### src/hdl/pmmpc_pkg.sv
// constants for the counter array mode and pwm configuration block
package pmmpc_pkg;
	localparam int NUM_MODULES = 6;
	localparam int WATCHDOG_MODULE = 5;

	// special function register pages and addresses
	localparam logic [7:0] PAGE_MAIN = 8'h00;
	localparam logic [7:0] PAGE_CONFIG = 8'h0f;
	localparam logic [7:0] ADDR_PWM_CFG = 8'hd9;
	localparam logic [5:0][7:0] ADDR_MODE = {8'hdf, 8'hde, 8'hdd, 8'hdc, 8'hdb, 8'hda};
	localparam logic [5:0][7:0] ADDR_CMP_LOW = {8'hce, 8'hfd, 8'hed, 8'heb, 8'he9, 8'hfb};
	localparam logic [5:0][7:0] ADDR_CMP_HIGH = {8'hcf, 8'hfe, 8'hee, 8'hec, 8'hea, 8'hfc};

	// pwm_cycle_configuration fields
	localparam int CFG_RELOAD_SEL = 7;
	localparam int CFG_COV_IRQ_EN = 6;
	localparam int CFG_COV_FLAG = 5;
	localparam int CFG_CLSEL_MSB = 1;
	localparam int CFG_CLSEL_LSB = 0;
	localparam logic [2:0] CFG_UNUSED_READ = 3'h0;

	// moduleN_mode_control fields
	localparam int MODE_WIDE = 7;
	localparam int MODE_CMP = 6;
	localparam int MODE_RISE = 5;
	localparam int MODE_FALL = 4;
	localparam int MODE_MATCH = 3;
	localparam int MODE_TOGGLE = 2;
	localparam int MODE_PWM = 1;
	localparam int MODE_IRQ = 0;

	// reset values
	localparam logic [7:0] MODE_RESET = 8'h00;
	localparam logic [1:0] CLSEL_RESET = 2'h0;
	localparam logic [15:0] CMP_RESET = 16'h0000;
	localparam logic [7:0] READ_UNMAPPED = 8'h00;

	// cycle length codes and the counter bits each one spans
	localparam logic [1:0] CLSEL_8 = 2'h0;
	localparam logic [1:0] CLSEL_9 = 2'h1;
	localparam logic [1:0] CLSEL_10 = 2'h2;
	localparam logic [1:0] CLSEL_11 = 2'h3;
	localparam logic [15:0] MASK_8 = 16'h00ff;
	localparam logic [15:0] MASK_9 = 16'h01ff;
	localparam logic [15:0] MASK_10 = 16'h03ff;
	localparam logic [15:0] MASK_11 = 16'h07ff;
	localparam logic [15:0] COUNTER_ZERO = 16'h0000;
endpackage

### src/hdl/pmmpc_pin_sync.sv
// three-stage synchroniser with edge pulses for one module pin
`timescale 1ns/100ps
module pmmpc_pin_sync (
	// clock and reset
	input wire logic mclk,
	input wire logic sys_rst,
	// raw pin
	input wire logic pin_in,
	// filtered level and edges
	output logic level,
	output logic rise,
	output logic fall
);
	logic stage1;
	logic stage2;
	logic stage3;

	// idle level is high so a quiet pin gives no edge after reset
	always_ff @(posedge mclk) begin
		if (sys_rst) begin
			stage1 <= 1'b1;
			stage2 <= 1'b1;
			stage3 <= 1'b1;
		end else begin
			stage1 <= pin_in;
			stage2 <= stage1;
			stage3 <= stage2;
		end
	end

	// a change counts only once the second and third stages agree
	always_ff @(posedge mclk) begin
		if (sys_rst) begin
			level <= 1'b1;
			rise <= 1'b0;
			fall <= 1'b0;
		end else begin
			rise <= 1'b0;
			fall <= 1'b0;
			if (stage2 == stage3 && stage3 != level) begin
				level <= stage3;
				rise <= stage3;
				fall <= ~stage3;
			end
		end
	end
endmodule

### src/hdl/pmmpc_channel.sv
// one capture/compare module: match, capture, toggle, pwm and frequency output
`timescale 1ns/100ps
module pmmpc_channel (
	// clock and reset
	input wire logic mclk,
	input wire logic sys_rst,
	// configuration
	input wire logic [7:0] mode,
	input wire logic [15:0] cmp_value,
	input wire logic [15:0] cycle_mask,
	// shared counter
	input wire logic [15:0] main_counter,
	input wire logic counter_tick,
	// synchronised pin edges
	input wire logic pin_rise,
	input wire logic pin_fall,
	// events and pin drive
	output logic match_event,
	output logic capture_event,
	output logic freq_advance,
	output logic pin_level,
	output logic pin_drive
);
	logic full_match;
	logic cycle_match;
	logic low_match;
	logic cycle_wrap;
	logic wide_wrap;
	logic freq_mode;

	assign full_match = main_counter == cmp_value;
	assign cycle_match = (main_counter & cycle_mask) == (cmp_value & cycle_mask);
	assign low_match = main_counter[7:0] == cmp_value[7:0];
	assign cycle_wrap = (main_counter & cycle_mask) == pmmpc_pkg::COUNTER_ZERO;
	assign wide_wrap = main_counter == pmmpc_pkg::COUNTER_ZERO;
	assign freq_mode = mode[pmmpc_pkg::MODE_TOGGLE] & mode[pmmpc_pkg::MODE_PWM];

	always_ff @(posedge mclk) begin
		if (sys_rst) begin
			match_event <= 1'b0;
			capture_event <= 1'b0;
			freq_advance <= 1'b0;
		end else begin
			match_event <= counter_tick & mode[pmmpc_pkg::MODE_CMP]
				& mode[pmmpc_pkg::MODE_MATCH] & full_match;
			capture_event <= (mode[pmmpc_pkg::MODE_RISE] & pin_rise)
				| (mode[pmmpc_pkg::MODE_FALL] & pin_fall);
			freq_advance <= counter_tick & mode[pmmpc_pkg::MODE_CMP] & freq_mode & low_match;
		end
	end

	// pwm goes low on match and high again when its cycle wraps
	always_ff @(posedge mclk) begin
		if (sys_rst) begin
			pin_level <= 1'b1;
		end else if (counter_tick && mode[pmmpc_pkg::MODE_CMP]) begin
			if (freq_mode) begin
				if (low_match) begin
					pin_level <= ~pin_level;
				end
			end else if (mode[pmmpc_pkg::MODE_PWM]) begin
				if (mode[pmmpc_pkg::MODE_WIDE]) begin
					if (full_match) begin
						pin_level <= 1'b0;
					end else if (wide_wrap) begin
						pin_level <= 1'b1;
					end
				end else if (cycle_match) begin
					pin_level <= 1'b0;
				end else if (cycle_wrap) begin
					pin_level <= 1'b1;
				end
			end else if (mode[pmmpc_pkg::MODE_TOGGLE] && full_match) begin
				pin_level <= ~pin_level;
			end
		end
	end

	always_ff @(posedge mclk) begin
		if (sys_rst) begin
			pin_drive <= 1'b0;
		end else begin
			pin_drive <= mode[pmmpc_pkg::MODE_CMP]
				& (mode[pmmpc_pkg::MODE_TOGGLE] | mode[pmmpc_pkg::MODE_PWM]);
		end
	end
endmodule

### src/hdl/pmmpc_top.sv
// counter array mode registers, shared pwm configuration and six modules
//
// Behaviour
// reload select steers compare byte accesses
// reload values used only in 9-11 bit pwm
// overflow flag with enable raises shared interrupt
// overflow flag set at selected counter bit
// flag set by hardware or software, software clears
// config bits 4 to 2 read zero
// cycle codes 00, 01, 10 give 8, 9, 10
// cycle length shared by narrow pwm modules
// wide pwm bit picks 16-bit pwm
// comparator functions only with comparator enable
// rising pin edge captures counter when enabled
// falling pin edge captures counter when enabled
// counter match sets module flag when enabled
// counter match toggles pin when enabled
// toggle plus pwm gives frequency output
// pwm enable drives modulated waveform on pin
// module interrupt enable gates module flag
// watchdog enable locks module 5 mode register
// watchdog enable dedicates module 5 to watchdog
// module flag set by hardware, cleared by software
// compare low byte write clears comparator enable
// cycle code 11 gives 11-bit cycle
`timescale 1ns/100ps
module pmmpc_top (
	// clock and reset
	input wire logic mclk,
	input wire logic sys_rst,
	// special function register port
	input wire logic [7:0] sfr_page,
	input wire logic [7:0] sfr_addr,
	input wire logic sfr_wr,
	input wire logic [7:0] sfr_wdata,
	input wire logic sfr_rd,
	output logic [7:0] sfr_rdata,
	// shared main counter and watchdog state
	input wire logic [15:0] main_counter,
	input wire logic counter_tick,
	input wire logic watchdog_enable,
	// module event flags
	input wire logic [5:0] flag_clear,
	output logic [5:0] module_event_flag,
	output logic cycle_overflow_flag,
	// module pins
	input wire logic [5:0] module_io_pin_in,
	output logic [5:0] module_io_pin_out,
	output logic [5:0] module_io_pin_oe,
	// shared interrupt
	output logic counter_array_irq
);
	localparam int N = pmmpc_pkg::NUM_MODULES;

	// pwm_cycle_configuration fields
	logic reload_register_select;
	logic cycle_overflow_irq_enable;
	logic [1:0] cycle_length_select;
	logic [15:0] cycle_mask;

	// per-module state
	logic [7:0] mode_reg [N];
	logic [7:0] mode_eff [N];
	logic [15:0] cmp_value [N];
	logic [15:0] reload_value [N];

	// decodes and events
	logic sel_cfg;
	logic wr_cfg;
	logic cov_event;
	logic [N-1:0] hit_mode;
	logic [N-1:0] hit_low;
	logic [N-1:0] hit_high;
	logic [N-1:0] wr_mode;
	logic [N-1:0] wr_low;
	logic [N-1:0] wr_high;
	logic [N-1:0] pin_rise;
	logic [N-1:0] pin_fall;
	logic [N-1:0] match_event;
	logic [N-1:0] capture_event;
	logic [N-1:0] freq_advance;
	logic [N-1:0] narrow_pwm;
	logic [N-1:0] irq_enable;
	logic [7:0] next_rdata;
	logic [N-1:0] mode_lock;
	logic [N-1:0] cycle_reload;
	logic [7:0] cfg_word;
	logic [7:0] read_word [N];

	assign sel_cfg = sfr_page == pmmpc_pkg::PAGE_CONFIG && sfr_addr == pmmpc_pkg::ADDR_PWM_CFG;
	assign wr_cfg = sfr_wr & sel_cfg;

	// overflow of the selected counter bit shows as those low bits wrapping to zero
	always_comb begin
		unique case (cycle_length_select)
			pmmpc_pkg::CLSEL_8: cycle_mask = pmmpc_pkg::MASK_8;
			pmmpc_pkg::CLSEL_9: cycle_mask = pmmpc_pkg::MASK_9;
			pmmpc_pkg::CLSEL_10: cycle_mask = pmmpc_pkg::MASK_10;
			pmmpc_pkg::CLSEL_11: cycle_mask = pmmpc_pkg::MASK_11;
		endcase
	end

	assign cov_event = counter_tick && (main_counter & cycle_mask) == pmmpc_pkg::COUNTER_ZERO;

	// configuration fields; writes to bits 4 to 2 land nowhere
	always_ff @(posedge mclk) begin
		if (sys_rst) begin
			reload_register_select <= 1'b0;
		end else if (wr_cfg) begin
			reload_register_select <= sfr_wdata[pmmpc_pkg::CFG_RELOAD_SEL];
		end
	end

	always_ff @(posedge mclk) begin
		if (sys_rst) begin
			cycle_overflow_irq_enable <= 1'b0;
		end else if (wr_cfg) begin
			cycle_overflow_irq_enable <= sfr_wdata[pmmpc_pkg::CFG_COV_IRQ_EN];
		end
	end

	always_ff @(posedge mclk) begin
		if (sys_rst) begin
			cycle_length_select <= pmmpc_pkg::CLSEL_RESET;
		end else if (wr_cfg) begin
			cycle_length_select <= sfr_wdata[pmmpc_pkg::CFG_CLSEL_MSB:pmmpc_pkg::CFG_CLSEL_LSB];
		end
	end

	// an overflow in the same cycle as a clearing write keeps the flag set
	always_ff @(posedge mclk) begin
		if (sys_rst) begin
			cycle_overflow_flag <= 1'b0;
		end else if (cov_event) begin
			cycle_overflow_flag <= 1'b1;
		end else if (wr_cfg) begin
			cycle_overflow_flag <= sfr_wdata[pmmpc_pkg::CFG_COV_FLAG];
		end
	end

	genvar i;
	generate
		for (i = 0; i < N; i++) begin : g_mod
			assign hit_mode[i] = sfr_page == pmmpc_pkg::PAGE_MAIN
				&& sfr_addr == pmmpc_pkg::ADDR_MODE[i];
			assign hit_low[i] = sfr_page == pmmpc_pkg::PAGE_MAIN
				&& sfr_addr == pmmpc_pkg::ADDR_CMP_LOW[i];
			assign hit_high[i] = sfr_page == pmmpc_pkg::PAGE_MAIN
				&& sfr_addr == pmmpc_pkg::ADDR_CMP_HIGH[i];
			assign wr_low[i] = sfr_wr & hit_low[i];
			assign wr_high[i] = sfr_wr & hit_high[i];
			if (i == pmmpc_pkg::WATCHDOG_MODULE) begin : g_wd
				assign mode_lock[i] = watchdog_enable;
				// the watchdog owns this module, so its own pin functions stand idle
				assign mode_eff[i] = watchdog_enable ? pmmpc_pkg::MODE_RESET : mode_reg[i];
			end else begin : g_plain
				assign mode_lock[i] = 1'b0;
				assign mode_eff[i] = mode_reg[i];
			end
			// a locked mode register also keeps its enable through a low byte write
			assign wr_mode[i] = sfr_wr & hit_mode[i] & ~mode_lock[i];
			assign narrow_pwm[i] = mode_eff[i][pmmpc_pkg::MODE_CMP]
				& mode_eff[i][pmmpc_pkg::MODE_PWM]
				& ~mode_eff[i][pmmpc_pkg::MODE_TOGGLE]
				& ~mode_eff[i][pmmpc_pkg::MODE_WIDE];
			assign irq_enable[i] = mode_eff[i][pmmpc_pkg::MODE_IRQ];
			assign cycle_reload[i] = cov_event & narrow_pwm[i];

			// each module answers for its own three addresses only
			always_comb begin
				read_word[i] = pmmpc_pkg::READ_UNMAPPED;
				if (hit_mode[i]) begin
					read_word[i] = mode_reg[i];
				end else if (hit_low[i]) begin
					read_word[i] = reload_register_select ? reload_value[i][7:0]
						: cmp_value[i][7:0];
				end else if (hit_high[i]) begin
					read_word[i] = reload_register_select ? reload_value[i][15:8]
						: cmp_value[i][15:8];
				end
			end

			always_ff @(posedge mclk) begin
				if (sys_rst) begin
					mode_reg[i] <= pmmpc_pkg::MODE_RESET;
				end else if (wr_mode[i]) begin
					mode_reg[i] <= sfr_wdata;
				end else if (wr_low[i] && !mode_lock[i]) begin
					mode_reg[i][pmmpc_pkg::MODE_CMP] <= 1'b0;
				end
			end

			// compare value: capture first, then software, then hardware reloads
			always_ff @(posedge mclk) begin
				if (sys_rst) begin
					cmp_value[i] <= pmmpc_pkg::CMP_RESET;
				end else if (capture_event[i]) begin
					cmp_value[i] <= main_counter;
				end else if (wr_low[i] && !reload_register_select) begin
					cmp_value[i][7:0] <= sfr_wdata;
				end else if (wr_high[i] && !reload_register_select) begin
					cmp_value[i][15:8] <= sfr_wdata;
				end else if (freq_advance[i]) begin
					cmp_value[i][7:0] <= cmp_value[i][7:0] + cmp_value[i][15:8];
				end else if (cycle_reload[i]) begin
					if (cycle_length_select == pmmpc_pkg::CLSEL_8) begin
						cmp_value[i][7:0] <= cmp_value[i][15:8];
					end else begin
						cmp_value[i] <= reload_value[i];
					end
				end
			end

			always_ff @(posedge mclk) begin
				if (sys_rst) begin
					reload_value[i] <= pmmpc_pkg::CMP_RESET;
				end else if (wr_low[i] && reload_register_select) begin
					reload_value[i][7:0] <= sfr_wdata;
				end else if (wr_high[i] && reload_register_select) begin
					reload_value[i][15:8] <= sfr_wdata;
				end
			end

			// set wins over a clear in the same cycle
			always_ff @(posedge mclk) begin
				if (sys_rst) begin
					module_event_flag[i] <= 1'b0;
				end else if (match_event[i] || capture_event[i]) begin
					module_event_flag[i] <= 1'b1;
				end else if (flag_clear[i]) begin
					module_event_flag[i] <= 1'b0;
				end
			end

			pmmpc_pin_sync u_sync (
				.mclk(mclk),
				.sys_rst(sys_rst),
				.pin_in(module_io_pin_in[i]),
				.level(),
				.rise(pin_rise[i]),
				.fall(pin_fall[i])
			);

			pmmpc_channel u_chan (
				.mclk(mclk),
				.sys_rst(sys_rst),
				.mode(mode_eff[i]),
				.cmp_value(cmp_value[i]),
				.cycle_mask(cycle_mask),
				.main_counter(main_counter),
				.counter_tick(counter_tick),
				.pin_rise(pin_rise[i]),
				.pin_fall(pin_fall[i]),
				.match_event(match_event[i]),
				.capture_event(capture_event[i]),
				.freq_advance(freq_advance[i]),
				.pin_level(module_io_pin_out[i]),
				.pin_drive(module_io_pin_oe[i])
			);
		end
	endgenerate

	assign cfg_word = {reload_register_select, cycle_overflow_irq_enable, cycle_overflow_flag,
		pmmpc_pkg::CFG_UNUSED_READ, cycle_length_select};

	// read data is registered, so it appears the cycle after the read strobe
	always_comb begin
		next_rdata = sel_cfg ? cfg_word : pmmpc_pkg::READ_UNMAPPED;
		// decodes are exclusive, so or-ing the module words yields the one that was hit
		for (int k = 0; k < N; k++) begin
			next_rdata = next_rdata | read_word[k];
		end
	end

	always_ff @(posedge mclk) begin
		if (sys_rst) begin
			sfr_rdata <= pmmpc_pkg::READ_UNMAPPED;
		end else if (sfr_rd) begin
			sfr_rdata <= next_rdata;
		end
	end

	always_ff @(posedge mclk) begin
		if (sys_rst) begin
			counter_array_irq <= 1'b0;
		end else begin
			counter_array_irq <= (cycle_overflow_flag & cycle_overflow_irq_enable)
				| (|(module_event_flag & irq_enable));
		end
	end
endmodule

### config.mk
export PLATFORM = sky130hd
export DESIGN_NAME = pmmpc_top
export DESIGN_NICKNAME = d
export VERILOG_FILES = /design/src/hdl/pmmpc_pkg.sv /design/src/hdl/pmmpc_pin_sync.sv /design/src/hdl/pmmpc_channel.sv /design/src/hdl/pmmpc_top.sv
export SDC_FILE = /design/constraint.sdc
export NUM_CORES = 1
export LEC_CHECK = 0
export ABC_AREA = 1
export BUFFER_PORTS_ARGS = -buffer_cell sky130_fd_sc_hd__clkbuf_2
export CELL_PAD_IN_SITES_DETAIL_PLACEMENT = 1
export CELL_PAD_IN_SITES_GLOBAL_PLACEMENT = 1
export CORE_ASPECT_RATIO = 1.25
export CORE_MARGIN = 5
export CORE_UTILIZATION = 46
export DETAILED_ROUTE_END_ITERATION = 8
export PLACE_DENSITY = 0.87
export SLEW_MARGIN = 25
export SYNTH_ARGS = -nofsm -noshare
export SYNTH_HDL_FRONTEND = slang
export SYNTH_HIERARCHICAL = 1
export SYNTH_SLANG_ARGS = --single-unit
### constraint.sdc
create_clock -name mclk -period 3.1 [get_ports mclk]
set_input_delay 0.62 -clock mclk [delete_from_list [all_inputs] [get_ports mclk]]
set_output_delay 0.62 -clock mclk [all_outputs]
set_load 0.05 [all_outputs]
==> metrics.log <==
[metrics] outcome: finished clean
[metrics] worst slew pin tran: between 0.8 and 0.9 ns
[metrics] multi-input logic area: around 16,000 um^2
[metrics] number of storage elements in the synthesis netlist: ~330
[metrics] largest clock skew in the final design: between 0.01 and 0.015 ns
[metrics] overall overflow remaining after global route: 0
[metrics] via count of the first global-routing pass: 29.7k
[metrics] sequential element share of the synthesized area: 0.350
[metrics] area after detailed placement: about 29,000 um^2
[metrics] library cell occupying the most area in the post-synthesis netlist: sky130_fd_sc_hd__edfxtp_1
[metrics] Core ar.: ~55,000 um^2
[metrics] overall track demand over capacity in global routing: 0.393
[metrics] number of warnings issued by yosys: 6
[metrics] Final Max Tran Viols: 0
[metrics] share of cells above drive strength 1: 0.102
[metrics] cell types with the largest area share after synthesis: sky130_fd_sc_hd__edfxtp_1, sky130_fd_sc_hd__nand2_1, sky130_fd_sc_hd__nor2_1
[metrics] CTS tree: built
[metrics] overall power: approximately 11 mW
[metrics] final WL: ~120,000 um
[metrics] Hold Buf Count CTS: 0
[metrics] number of failing setup endpoints in the final timing report: 0
[metrics] max-cap violations: 0
[metrics] leak pwr: about 15 nW
[metrics] slowest stage cell, crit path: sky130_fd_sc_hd__dfxtp_1
[metrics] fmax: 0.365 GHz
[metrics] fill cell count: between 7k and 8k
[metrics] postcts setup bufs: 0
[metrics] post-synthesis async set-or-reset flop share: 0
[metrics] area share of the largest cell type after synthesis: 0.282
[metrics] top-level port count: 86
[metrics] relative area change from synthesis to final layout: 17.4%
[metrics] total DRC errors in the routed layout: 0
[metrics] Root Buffer: sky130_fd_sc_hd__clkbuf_16
[metrics] DRT Pass-1 Iters: 6
[metrics] worst hold slack after final layout: between 0.2 and 0.3 ns
[metrics] final critical-path share of the clock period: 0.884
[metrics] Tightest Hold Check Type: in2reg
[metrics] maximum number of pins on one net before global-route repair: 52
[metrics] Clock Sink Count: 326
[metrics] ratio of total power to cell area: 367 nW/um^2
[metrics] prevailing post-synth register cell: sky130_fd_sc_hd__edfxtp_1
[metrics] routed length per placed instance: roughly 24 um
[metrics] critical path startpoint category: flop
[metrics] post_cts resized: 0
[metrics] finished layout cell area: 30,000 um^2
[metrics] commonest cells in the netlist: sky130_fd_sc_hd__nand2_1, sky130_fd_sc_hd__nor2_1, sky130_fd_sc_hd__nand3_1
[metrics] # nets final: between 4k and 5k
[metrics] largest buffer count on any clock path: 3
[metrics] storage element area: roughly 8900 um^2
[metrics] min cycle time layout: ~2.7 ns
[metrics] starting utilization of the core area: 0.464
[metrics] endpoint kind of the worst setup timing path: flop
[metrics] Die X: between 200 and 250 um
[metrics] post-route antenna net violation count: 0
[metrics] count of different cell masters after synthesis: a little under 60
[metrics] final weighted congestion of routability-driven global placement: between 1 and 1.5
[metrics] max_slew headroom: 0.452
[metrics] chain of cells forming the critical path: nor2_4, inv_1, nand3_1, nor2_2, nand2_2, buf_4, o21ai_0, a21oi_1
[metrics] Worst EP arrival: just over 3 ns
[metrics] maximum vdd drop: between 0.4 and 0.5 mV
[metrics] # rows: 96
[metrics] number of cells produced by synthesis: roughly 3.9k
[metrics] die extent in y: 273 um
[metrics] wire length of the first global-routing pass: about 180,000 um
[metrics] die area: a little over 60,000 um^2
[metrics] half-perimeter wire length of the detailed placement result: 91,800 um
[metrics] number of buffers inserted during clock tree synthesis: 35
[metrics] initial antenna violation count: 4
[metrics] total of buffers placed on input and output ports: between 80 and 90
[metrics] clock input transition at the sequential cells of the worst setup and hold paths: around 0.06 ns
[metrics] detailed-route vias per instance: 5.82
[metrics] Final Util: 0.545
[metrics] most frequent cell after synthesis: sky130_fd_sc_hd__nand2_1
[metrics] hold violation count in the final report: 0
[metrics] crit-path max cell delay: between 0.5 and 0.6 ns
[metrics] starting DRC count in detailed routing: about 3.0k
[metrics] total via count after detailed routing: roughly 30k
[metrics] Syn Area/Cell: 6.58 um^2
[metrics] unrepaired setup endpoints after global routing: no
[metrics] aggregate negative setup slack: 0 ns
[metrics] worst path required time: between 3 and 4 ns
[metrics] clock latency at the later pin of the worst-skew pair: 0.54 ns
[metrics] H-tree lvl count: 2
[metrics] classification of the worst setup path: reg2reg
[metrics] Post-synth EDFFs: between 200 and 250
[metrics] maximum fanout along the worst path: 14
[metrics] total standard cell area after synthesis: between 20,000 and 30,000 um^2
## through the flow
stage | setup WS (ns) | std cells
after floorplan | 0.512 | 4165
after CTS | 0.438 | 5115
after detailed placement | 0.145 | 5053
final | 0.360 | 5116
after global placement | 0.230 | 5053
after global routing | 0.254 | 5115
## metal layers
layer,up-vias,wire (um),GRT usage
met2,1634,54300,0.636
met5,-,41,0
met4,6,11200,0.272
met1,14100,44400,0.470
li1,13400,-,-
met3,557,11400,0.0732
## cell families (layout without fill, tap and decap cells)
logic type               Yosys count  after routing  share of synthesized area
multiplexers                      52             52                     0.0204
AO/OA/AOI/OAI                    393            393                     0.0865
AND/OR/NAND/NOR                 2490           2490                      0.423
flip-flops                       326            326                      0.350
other                              2            283                   0.000294
adder cells (fa/ha/maj)           48             48                     0.0253
buffers and inverters            541            756                     0.0837
XOR/XNOR                          33             33                     0.0113
## cells in the final DEF (no fill, tap or decap), drive strengths merged
| cell | instances |
|---|---|
| nand2 | 1178 |
| nor2 | 706 |
| inv | 450 |
| nand3 | 405 |
| conb | 282 |
| edfxtp | 240 |
| buf | 148 |
| o21ai | 138 |
| clkbuf | 137 |
| a21oi | 111 |
| nand4 | 99 |
| o22ai | 89 |
| dfxtp | 86 |
| mux2i | 52 |
| ha | 42 |
| or2 | 34 |
| nor3 | 33 |
| xor2 | 24 |
| o211ai | 24 |
| clkinv | 21 |
| nor4 | 13 |
| nand3b | 11 |
| xnor2 | 9 |
| a31oi | 9 |
| a21boi | 7 |
| fa | 6 |
| nor4b | 6 |
| a22oi | 5 |
| a21o | 4 |
| o21a | 2 |
| nor3b | 2 |
| o21bai | 2 |
| diode | 1 |
| or3 | 1 |
| and3 | 1 |
| nor2b | 1 |
| a211oi | 1 |
| a221oi | 1 |
## area by class of cell
type,instances,share of cell area
timing repair buffer,232,0.0593
clock buffer,53,0.0347
antenna,1,0.0000835
clock inverter,9,0.00154
sequential,326,0.298
multi-input combinational,3298,0.518
tap,735,0.0307
inverter,462,0.0578
## final timing paths
kind / cells past startpoint / slack (ns) / from / end
setup / recovery: 8 / 0.36 / cycle_length_select[1] / cmp_value[4][7]
hold / removal: 2 / 0.26 / module_io_pin_in[1] / g_mod[1].u_sync/stage1
setup reg to reg: 8 / 0.36 / cycle_length_select[1] / cmp_value[4][7]
hold reg to reg: 1 / 0.41 / g_mod[3].u_sync/stage1 / g_mod[3].u_sync/stage2
## worst max-delay path, delay by kind of cell (launching register included)
family | cells | cell delay, ns
buffers and inverters | 2 | 0.67
AND/OR/NAND/NOR | 4 | 0.92
flip-flops | 1 | 0.55
AO/OA/AOI/OAI | 2 | 0.32
## report_power, final
group	switching [mW]	internal, mW
clock network	1.85	2.33
logic	1.28	0.509
registers	0.213	4.81
(Power assumes the default switching activity.)
